## config.mk

```make
export PLATFORM = sky130hd
export DESIGN_NAME = psir_regs
export DESIGN_NICKNAME = d
export VERILOG_FILES = /design/src/hdl/psir_pkg.sv /design/src/hdl/psir_regs.sv
export SDC_FILE = /design/constraint.sdc
export NUM_CORES = 1
export LEC_CHECK = 0
export ABC_AREA = 1
export BUFFER_PORTS_ARGS = -buffer_cell sky130_fd_sc_hd__buf_2
export CAP_MARGIN = 25
export CORE_MARGIN = 5
export CORE_UTILIZATION = 55
export CTS_CLUSTER_DIAMETER = 100
export DETAILED_ROUTE_END_ITERATION = 10
export HOLD_SLACK_MARGIN = 0.12
export PLACE_DENSITY = 0.8
export SKIP_CTS_REPAIR_TIMING = 1
export SLEW_MARGIN = 20
export SYNTH_ARGS = -nofsm -noshare
export SYNTH_HDL_FRONTEND = slang
export SYNTH_SLANG_ARGS = --single-unit
```

## constraint.sdc

```tcl
create_clock -name clock -period 1.9 [get_ports clock]
set_input_delay 0.285 -clock clock [delete_from_list [all_inputs] [get_ports clock]]
set_output_delay 0.285 -clock clock [all_outputs]
set_load 0.005 [all_outputs]
```

## src/hdl/psir_pkg.sv

```systemverilog
// Constants, field positions and carrier types of the PHY status and
// interrupt register set.
// Assumes one 100 MHz clock and a management port that reads one register
// per strobe.
package psir_pkg;
  localparam logic [4:0] ADDR_EXT_CTRL = 5'h11;
  localparam logic [4:0] ADDR_INT_STATUS = 5'h15;
  localparam logic [4:0] ADDR_INT_MASK = 5'h16;
  localparam logic [4:0] ADDR_COMM = 5'h17;
  localparam logic [4:0] ADDR_GENERAL = 5'h18;
  localparam logic [4:0] ADDR_EXTERNAL = 5'h19;
  localparam logic [4:0] ADDR_RX_FAIL = 5'h1a;
  localparam logic [15:0] INT_MASK_RESET = 16'h8000;
  localparam int IS_POWER_ON_FLAG = 15;
  localparam int IS_WAKE = 14;
  localparam int IS_WUR = 13;
  localparam int IS_LPS = 12;
  localparam int IS_INIT = 11;
  localparam int IS_LINK_FAIL = 10;
  localparam int IS_LINK_UP = 9;
  localparam int IS_SYM = 8;
  localparam int IS_TRAIN = 7;
  localparam int IS_SNR = 6;
  localparam int IS_CTRL = 5;
  localparam int IS_CLAMP = 4;
  localparam int IS_UV = 3;
  localparam int IS_UV_REC = 2;
  localparam int IS_TEMP = 1;
  localparam int IS_ABORT = 0;
  localparam logic [15:0] LINK_CLEAR_MASK = 16'h0740;
  localparam int MODE_LSB = 11;
  localparam logic [3:0] MODE_NO_CHANGE = 4'h0;
  localparam logic [3:0] MODE_NORMAL = 4'h3;
  localparam logic [3:0] MODE_STANDBY = 4'hc;
  localparam logic [3:0] MODE_SLEEP_REQ = 4'hb;
  localparam logic [2:0] SNR_NO_LIMIT = 3'h0;
  localparam logic [4:0] LINK_CNT_MAX = 5'h1f;
  localparam logic [7:0] RX_CNT_MAX = 8'hff;

  typedef struct packed {
    logic power_on_flag;
    logic wake_event_flag;
    logic wake_request_rx_flag;
    logic low_power_symbol_rx_flag;
    logic init_failure_flag;
    logic symbol_error_flag;
    logic training_failure_flag;
    logic tx_enable_clamp_flag;
    logic undervoltage_recovered_flag;
    logic overtemp_event;
    logic sleep_abort_event;
    logic enter_sleep_request;
    logic enter_standby_uv;
    logic uv_in_standby;
  } psir_events_type;

  typedef struct packed {
    logic link_control_en;
    logic link_good;
    logic [1:0] tx_mode;
    logic local_rx_ok;
    logic remote_rx_ok;
    logic descrambler_lock;
    logic stream_start_delim_error;
    logic stream_end_delim_error;
    logic [2:0] signal_quality_class;
    logic [2:0] snr_warn_limit;
    logic receive_error;
    logic transmit_error;
    logic [2:0] code_a;
  } psir_link_type;

  typedef struct packed {
    logic pll_locked;
    logic local_wake_flag;
    logic remote_wake_flag;
    logic in_sleep_request;
    logic rx_data_valid;
    logic transmit_enable_input;
    logic enable_pin;
    logic uv_analog_3v3;
    logic uv_digital_1v8;
    logic uv_analog_1v8;
    logic uv_io_supply;
    logic temp_high;
    logic temp_warn;
    logic short_detect;
    logic open_detect;
    logic interleave_b_first;
  } psir_monitor_type;
endpackage

```

## src/hdl/psir_regs.sv

```systemverilog
// Status and interrupt register set of a single-pair Ethernet PHY.
// Assumes all event and status inputs are synchronous to clock and that
// the management port gives one-cycle read and write strobes.
module psir_regs
  import psir_pkg::*;
(
  input wire logic clock,
  input wire logic srst,
  input wire logic [4:0] reg_addr,
  input wire logic reg_rd,
  input wire logic reg_wr,
  input wire logic [15:0] reg_wdata,
  input wire psir_events_type evt,
  input wire psir_link_type link,
  input wire psir_monitor_type mon,
  output logic [15:0] reg_rdata,
  output logic reg_rvalid
);

  // ****************************************************************
  // Event detection
  // ****************************************************************
  logic link_good_reg;
  logic local_ok_reg;
  logic remote_ok_reg;
  logic enable_pin_reg;
  logic [15:0] int_status_reg;
  logic [15:0] int_status_next;
  logic [15:0] int_mask_reg;
  logic [15:0] int_set;
  logic link_clear;
  logic mode_bad;
  logic snr_low;

  always_ff @(posedge clock)
  begin
    if (srst)
    begin
      link_good_reg <= 1'b0;
      local_ok_reg <= 1'b0;
      remote_ok_reg <= 1'b0;
      enable_pin_reg <= 1'b1;
    end
    else
    begin
      link_good_reg <= link.link_good;
      local_ok_reg <= link.local_rx_ok;
      remote_ok_reg <= link.remote_rx_ok;
      enable_pin_reg <= mon.enable_pin;
    end
  end

  assign mode_bad = reg_wr && reg_addr == ADDR_EXT_CTRL &&
    !(reg_wdata[MODE_LSB+:4] inside {MODE_NO_CHANGE, MODE_NORMAL,
      MODE_STANDBY, MODE_SLEEP_REQ});
  assign snr_low = link.snr_warn_limit != SNR_NO_LIMIT &&
    link.signal_quality_class < link.snr_warn_limit && link.link_good;
  assign link_clear = evt.enter_sleep_request || evt.enter_standby_uv ||
    evt.uv_in_standby;

  always_comb
  begin
    int_set = '0;
    int_set[IS_POWER_ON_FLAG] = evt.power_on_flag;
    int_set[IS_WAKE] = evt.wake_event_flag;
    int_set[IS_WUR] = evt.wake_request_rx_flag;
    int_set[IS_LPS] = evt.low_power_symbol_rx_flag;
    int_set[IS_INIT] = evt.init_failure_flag;
    int_set[IS_LINK_FAIL] = link_good_reg && !link.link_good;
    int_set[IS_LINK_UP] = !link_good_reg && link.link_good;
    int_set[IS_SYM] = evt.symbol_error_flag;
    int_set[IS_TRAIN] = evt.training_failure_flag;
    int_set[IS_CTRL] = mode_bad;
    int_set[IS_CLAMP] = evt.tx_enable_clamp_flag;
    int_set[IS_SNR] = snr_low;
    int_set[IS_UV] = mon.uv_analog_3v3 || mon.uv_digital_1v8 ||
      mon.uv_analog_1v8 || mon.uv_io_supply;
    int_set[IS_UV_REC] = evt.undervoltage_recovered_flag;
    int_set[IS_TEMP] = evt.overtemp_event;
    int_set[IS_ABORT] = evt.sleep_abort_event;
  end

  function automatic logic is_read(input logic rd, input logic [4:0] a,
    input logic [4:0] target);
    is_read = rd && a == target;
  endfunction

  // ****************************************************************
  // Interrupt status and mask
  // ****************************************************************
  always_comb
  begin
    int_status_next = int_status_reg;
    if (is_read(reg_rd, reg_addr, ADDR_INT_STATUS))
      int_status_next = '0;
    if (link_clear)
      int_status_next = int_status_next & ~LINK_CLEAR_MASK;
    int_status_next = int_status_next | int_set;
  end

  always_ff @(posedge clock)
  begin
    if (srst)
      int_status_reg <= '0;
    else
      int_status_reg <= int_status_next;
  end

  always_ff @(posedge clock)
  begin
    if (srst)
      int_mask_reg <= INT_MASK_RESET;
    else if (reg_wr && reg_addr == ADDR_INT_MASK)
      int_mask_reg <= reg_wdata;
  end

  // ****************************************************************
  // Communication status latches
  // ****************************************************************
  logic loc_fail_seen_reg;
  logic rem_fail_seen_reg;
  logic stream_start_delim_error_reg;
  logic stream_end_delim_error_reg;
  logic rx_err_reg;
  logic tx_err_reg;
  logic comm_rd;

  assign comm_rd = is_read(reg_rd, reg_addr, ADDR_COMM);

  always_ff @(posedge clock)
  begin
    if (srst || !link.link_control_en)
    begin
      loc_fail_seen_reg <= 1'b0;
      rem_fail_seen_reg <= 1'b0;
      stream_start_delim_error_reg <= 1'b0;
      stream_end_delim_error_reg <= 1'b0;
      rx_err_reg <= 1'b0;
      tx_err_reg <= 1'b0;
    end
    else
    begin
      loc_fail_seen_reg <= (loc_fail_seen_reg && !comm_rd) ||
        !link.local_rx_ok;
      rem_fail_seen_reg <= (rem_fail_seen_reg && !comm_rd) ||
        !link.remote_rx_ok;
      stream_start_delim_error_reg <= (stream_start_delim_error_reg && !comm_rd) ||
        link.stream_start_delim_error;
      stream_end_delim_error_reg <= (stream_end_delim_error_reg && !comm_rd) ||
        link.stream_end_delim_error;
      rx_err_reg <= (rx_err_reg && !comm_rd) || link.receive_error;
      tx_err_reg <= (tx_err_reg && !comm_rd) || link.transmit_error;
    end
  end

  // ****************************************************************
  // General and external status latches
  // ****************************************************************
  logic pll_lost_reg;
  logic loc_wake_reg;
  logic rem_wake_reg;
  logic act_wake_reg;
  logic en_low_reg;
  logic hw_reset_reg;
  logic [4:0] link_loss_count_reg;
  logic gen_rd;
  logic ext_rd;
  logic [3:0] uv_reg;
  logic temp_high_reg;
  logic temp_warn_reg;
  logic short_reg;
  logic open_reg;

  assign gen_rd = is_read(reg_rd, reg_addr, ADDR_GENERAL);
  assign ext_rd = is_read(reg_rd, reg_addr, ADDR_EXTERNAL);

  always_ff @(posedge clock)
  begin
    if (srst)
    begin
      pll_lost_reg <= 1'b0;
      loc_wake_reg <= 1'b0;
      rem_wake_reg <= 1'b0;
      act_wake_reg <= 1'b0;
      en_low_reg <= 1'b0;
      hw_reset_reg <= 1'b1;
    end
    else
    begin
      pll_lost_reg <= (pll_lost_reg && !gen_rd) || !mon.pll_locked;
      loc_wake_reg <= (loc_wake_reg && !gen_rd) || mon.local_wake_flag;
      rem_wake_reg <= (rem_wake_reg && !gen_rd) || mon.remote_wake_flag;
      act_wake_reg <= (act_wake_reg && !gen_rd) || (mon.in_sleep_request &&
        (mon.rx_data_valid || mon.transmit_enable_input));
      en_low_reg <= (en_low_reg && !gen_rd) ||
        (enable_pin_reg && !mon.enable_pin);
      hw_reset_reg <= hw_reset_reg && !gen_rd;
    end
  end

  always_ff @(posedge clock)
  begin
    if (srst)
      link_loss_count_reg <= '0;
    else if (link_good_reg && !link.link_good)
    begin
      if (gen_rd)
        link_loss_count_reg <= 5'h01;
      else if (link_loss_count_reg != LINK_CNT_MAX)
        link_loss_count_reg <= link_loss_count_reg + 5'h01;
    end
    else if (gen_rd)
      link_loss_count_reg <= '0;
  end

  always_ff @(posedge clock)
  begin
    if (srst)
    begin
      uv_reg <= '0;
      temp_high_reg <= 1'b0;
      temp_warn_reg <= 1'b0;
      short_reg <= 1'b0;
      open_reg <= 1'b0;
    end
    else
    begin
      uv_reg <= (uv_reg & {4{!ext_rd}}) | {mon.uv_analog_3v3,
        mon.uv_digital_1v8, mon.uv_analog_1v8, mon.uv_io_supply};
      temp_high_reg <= (temp_high_reg && !ext_rd) || mon.temp_high;
      temp_warn_reg <= (temp_warn_reg && !ext_rd) || mon.temp_warn;
      short_reg <= (short_reg && !ext_rd) || mon.short_detect;
      open_reg <= (open_reg && !ext_rd) || mon.open_detect;
    end
  end

  // ****************************************************************
  // Receiver fail counters
  // ****************************************************************
  logic [7:0] loc_cnt_reg;
  logic [7:0] rem_cnt_reg;
  logic cnt_rd;

  assign cnt_rd = is_read(reg_rd, reg_addr, ADDR_RX_FAIL);

  function automatic logic [7:0] cnt_next(input logic [7:0] c,
    input logic rd, input logic inc);
    logic [7:0] base;
    base = rd ? 8'h00 : c;
    cnt_next = (inc && base != RX_CNT_MAX) ? base + 8'h01 : base;
  endfunction

  always_ff @(posedge clock)
  begin
    if (srst)
    begin
      loc_cnt_reg <= '0;
      rem_cnt_reg <= '0;
    end
    else
    begin
      loc_cnt_reg <= cnt_next(loc_cnt_reg, cnt_rd,
        local_ok_reg && !link.local_rx_ok);
      rem_cnt_reg <= cnt_next(rem_cnt_reg, cnt_rd,
        remote_ok_reg && !link.remote_rx_ok);
    end
  end

  // ****************************************************************
  // Read data
  // ****************************************************************
  logic [15:0] rd_value;
  logic lc;

  assign lc = link.link_control_en;

  always_comb
  begin
    rd_value = '0;
    unique case (reg_addr)
      ADDR_INT_STATUS: rd_value = int_status_reg;
      ADDR_INT_MASK: rd_value = int_mask_reg;
      ADDR_COMM: rd_value = {lc && link.link_good,
        lc ? link.tx_mode : 2'b00,
        lc && link.local_rx_ok && !loc_fail_seen_reg,
        lc && link.remote_rx_ok && !rem_fail_seen_reg,
        lc && link.descrambler_lock, stream_start_delim_error_reg, stream_end_delim_error_reg,
        lc ? link.signal_quality_class : 3'b000, rx_err_reg, tx_err_reg,
        link.code_a};
      ADDR_GENERAL: rd_value = {|(int_status_reg & int_mask_reg),
        mon.pll_locked && !pll_lost_reg, loc_wake_reg, rem_wake_reg,
        act_wake_reg, en_low_reg, hw_reset_reg, 1'b0,
        link_loss_count_reg, 3'b000};
      ADDR_EXTERNAL: rd_value = {1'b0, uv_reg, temp_high_reg,
        temp_warn_reg, short_reg, open_reg, 1'b0, mon.interleave_b_first,
        5'b00000};
      ADDR_RX_FAIL: rd_value = {loc_cnt_reg, rem_cnt_reg};
      default: rd_value = '0;
    endcase
  end

  always_ff @(posedge clock)
  begin
    if (srst)
    begin
      reg_rdata <= '0;
      reg_rvalid <= 1'b0;
    end
    else
    begin
      reg_rvalid <= reg_rd;
      if (reg_rd)
        reg_rdata <= rd_value;
    end
  end
endmodule

```

==> results_tabular.tex <==
\begin{tabular}{lr}
\hline
Metric & Value \\
\hline
\multicolumn{2}{l}{\textbf{Timing}} \\
Number of setup violations in the final report & 0 \\
Setup repair after global routing missed its margin & false \\
Hold violation count in the final report & 0 \\
Tightest Pin Transition & 0.6875 ns \\
Final setup skew & 0.009806 ns \\
Max-slew violation total from the final report & 0 \\
Timing-limited maximum frequency & just under 600 MHz \\
Share of the clock period used by the worst path after layout & roughly nine tenths \\
Setup slack of the critical path after layout & roughly 0.21 ns \\
Final TNS setup & 0 ns \\
Worst rel slew slack & between 50\% and 60\% \\
Min Hold Slack & 0.1158 ns \\
Crit path time final & $\sim$1.7 ns \\
\multicolumn{2}{l}{\textbf{Clock network}} \\
Maximum root-to-sink buffer count & 2 \\
Clock-pin slew on the worst setup and hold paths & $\sim$0.10 ns \\
H-tree depth reported by CTS & 3 \\
Worst skew pair latency & 0.36 ns \\
TritonCTS clock tree & built \\
Buffer type at the clock tree root & clkbuf\_8 \\
TritonCTS buffer count & 9 \\
Clock Sinks & 94 \\
\multicolumn{2}{l}{\textbf{Pwr}} \\
Power per unit of standard cell area & approximately 740 nW/µm² \\
Standby leakage power & $\sim$2.4 nW \\
Maximum vdd ir drop & 0.0004006 V \\
Tot Pwr & 3.893 mW \\
\multicolumn{2}{l}{\textbf{Floorplanning}} \\
Ports & 92 \\
Die Span X & 100.1 µm \\
Die H & 100.1 µm \\
Site row count & 32 \\
Area of the die & 10020 µm² \\
Area of the placeable core & 7807 µm² \\
Starting Density & 57.20\% \\
\multicolumn{2}{l}{\textbf{Drt}} \\
ANT nets after route & 0 \\
Total number of vias & 4655 \\
Per-cell routed wire length & 15.53 µm \\
DR DRC count & 0 \\
Number of design-rule violations left by the first detailed-router iteration & between 400 and 500 \\
Via count normalized by instance count & 5.615 \\
Total length of routed wires & around 13 mm \\
Pre-Repair DR Iteration Count & 7 \\
\multicolumn{2}{l}{\textbf{Synthesis}} \\
Post-synth ARST share & 0\% \\
Synth Net Count & 708 \\
Cell accounting for the most synthesized area & dfxtp\_1 \\
Sequential share of the synthesized area & between 40\% and 50\% \\
Area of the mapped netlist & 4466 µm² \\
Predominant post-synthesis flop cell & dfxtp\_1 \\
Avg Synthesized Cell Area & 7.099 µm² \\
Synth top area cells & dfxtp\_1 42\%, nand2\_1 12\%, a21oi\_1 7.4\%, o21ai\_0 6.8\%, inv\_1 6.0\% \\
Distinct cell type count after synthesis & 41 \\
Yosys warns & 0 \\
Post-synthesis cell count & roughly 630 \\
Number of flops mapped to enable cells by yosys & 0 \\
Flop and latch count out of synthesis & 94 \\
Synth top area share & 42.14\% \\
\multicolumn{2}{l}{\textbf{Worst hold path}} \\
Worst hold-check path type & input port to register \\
Worst hold path stage count & 3 \\
Startpoint of the most critical hold path & mon[13] \\
\multicolumn{2}{l}{\textbf{Finish}} \\
Layout cells sized above 1 & a little over 20\% \\
Filler instances & between 600 and 700 \\
Design Area, Final & between 5000 and 6000 µm² \\
Combined area of the multi-input logic cells & 2166 µm² \\
Register area & 1882 µm² \\
Nets@finish & 801 \\
Synthesis-to-layout area growth & 17.82\% \\
N\_diodes & 0 \\
Commonest cells after routing, fill and taps aside & 140 x nand2\_1, 94 x dfxtp\_1, 91 x buf\_2 \\
Most common library cell in the layout ignoring fill and taps & nand2\_1 \\
\multicolumn{2}{l}{\textbf{Run status}} \\
Outcome & finished, final reports clean \\
\multicolumn{2}{l}{\textbf{Placed design}} \\
Total placed instance area & about 5000 µm² \\
Routability congestion estimate from global placement & 0.9691 \\
Post-placement setup slack & 0.1997 ns \\
Post-detail-place hpwl & $\sim$9.7 mm \\
Total of buffers placed on input and output ports & 91 \\
\multicolumn{2}{l}{\textbf{Worst setup path}} \\
CP required & approximately 2.1 ns \\
Critical path type & register to register \\
CP arrival & approximately 1.9 ns \\
Highest net fanout along the worst path & 5 \\
Critical path origin & link\_loss\_count\_reg[0] \\
CP endpoint kind & register \\
Number of cells traversed by the worst register-to-register path & 10 \\
Origin of the critical flop-to-flop path & link\_loss\_count\_reg[0] \\
Setup crit start kind & register \\
\multicolumn{2}{l}{\textbf{Global routing}} \\
Via count of the first global-routing pass & 4351 \\
First-pass GRT wire length & a little over 20 mm \\
Pin count of the biggest net entering global routing & 33 \\
Total routing resource utilization after global routing & 25.78\% \\
Number of antenna violations at the first check in global routing & 0 \\
Total congestion overflow & 0 \\
\multicolumn{2}{l}{\textbf{Run}} \\
Number of max-capacitance violations reported & 0 \\
\hline
\end{tabular}
-- stage by stage --
step	std cells	util [%]
2_1_floorplan	629	-
3_3_place_gp	811	64.50
3_5_place_dp	811	64.50
4_1_cts	827	67.13
5_1_grt	829	67.39
6_report	829	67.39
-- routing by layer --
metal  part of all wire (%)  routed length, µm  GRT usage [%]
met4                    2.0                257          6.632
met1                     41               5292          33.06
met5                      0                  0              0
met3                     10               1338          6.810
met2                     47               5989          43.25
-- final timing paths --
| check | to | slack, ns |
|---|---|---|
| max | link_loss_count_reg[0] | 0.21 |
| max reg2reg | link_loss_count_reg[0] | 0.21 |
| min | rem_wake_reg | 0.12 |
| min reg2reg | reg_rdata[4] | 0.47 |
-- cell type report --
| class | instances | area share (%) |
|---|---|---|
| Timing Repair Buffer | 103 | 11.18 |
| Sequential cell | 94 | 35.77 |
| Inverter | 78 | 5.565 |
| Tap cell | 102 | 2.426 |
| Multi-Input combinational cell | 436 | 41.17 |
| Clock buffer | 9 | 2.354 |
| Clock inverter | 7 | 1.546 |
-- synthesized netlist by cell type (4+ instances only) --
library cell	instances
nor2_1	60
nor2_2	5
ha_1	4
inv_2	6
inv_1	71
nand4_1	9
buf_2	6
nand3_1	31
nand2_1	140
o21ai_0	61
nand2_2	6
o22ai_1	16
a21oi_1	66
nor2_4	4
dfxtp_1	94
clkbuf_1	10
-- power by group --
part	internal [mW]	switching, mW
Sequential	2.05	0.0440
Clock	0.630	0.759
Combinational	0.163	0.246
Total	2.84	1.05
-- cells by family after synthesis --
group | synth area share (%)
buf+inv | 9.358
flops | 42.14
simple gates | 27.63
compound gates | 19.36
fa+ha+maj | 1.121
xor+xnor | 0.3923
-- worst max-delay path: stages (launching register included) --
cell,delay [ns]
dfxtp_1,0.37
ha_1,0.24
nand2_1,0.09
nor2_1,0.05
ha_1,0.17
nor2_1,0.24
inv_1,0.12
nand2_1,0.13
inv_1,0.06
nand2_1,0.05
a21oi_1,0.06
(Power assumes the default switching activity.)
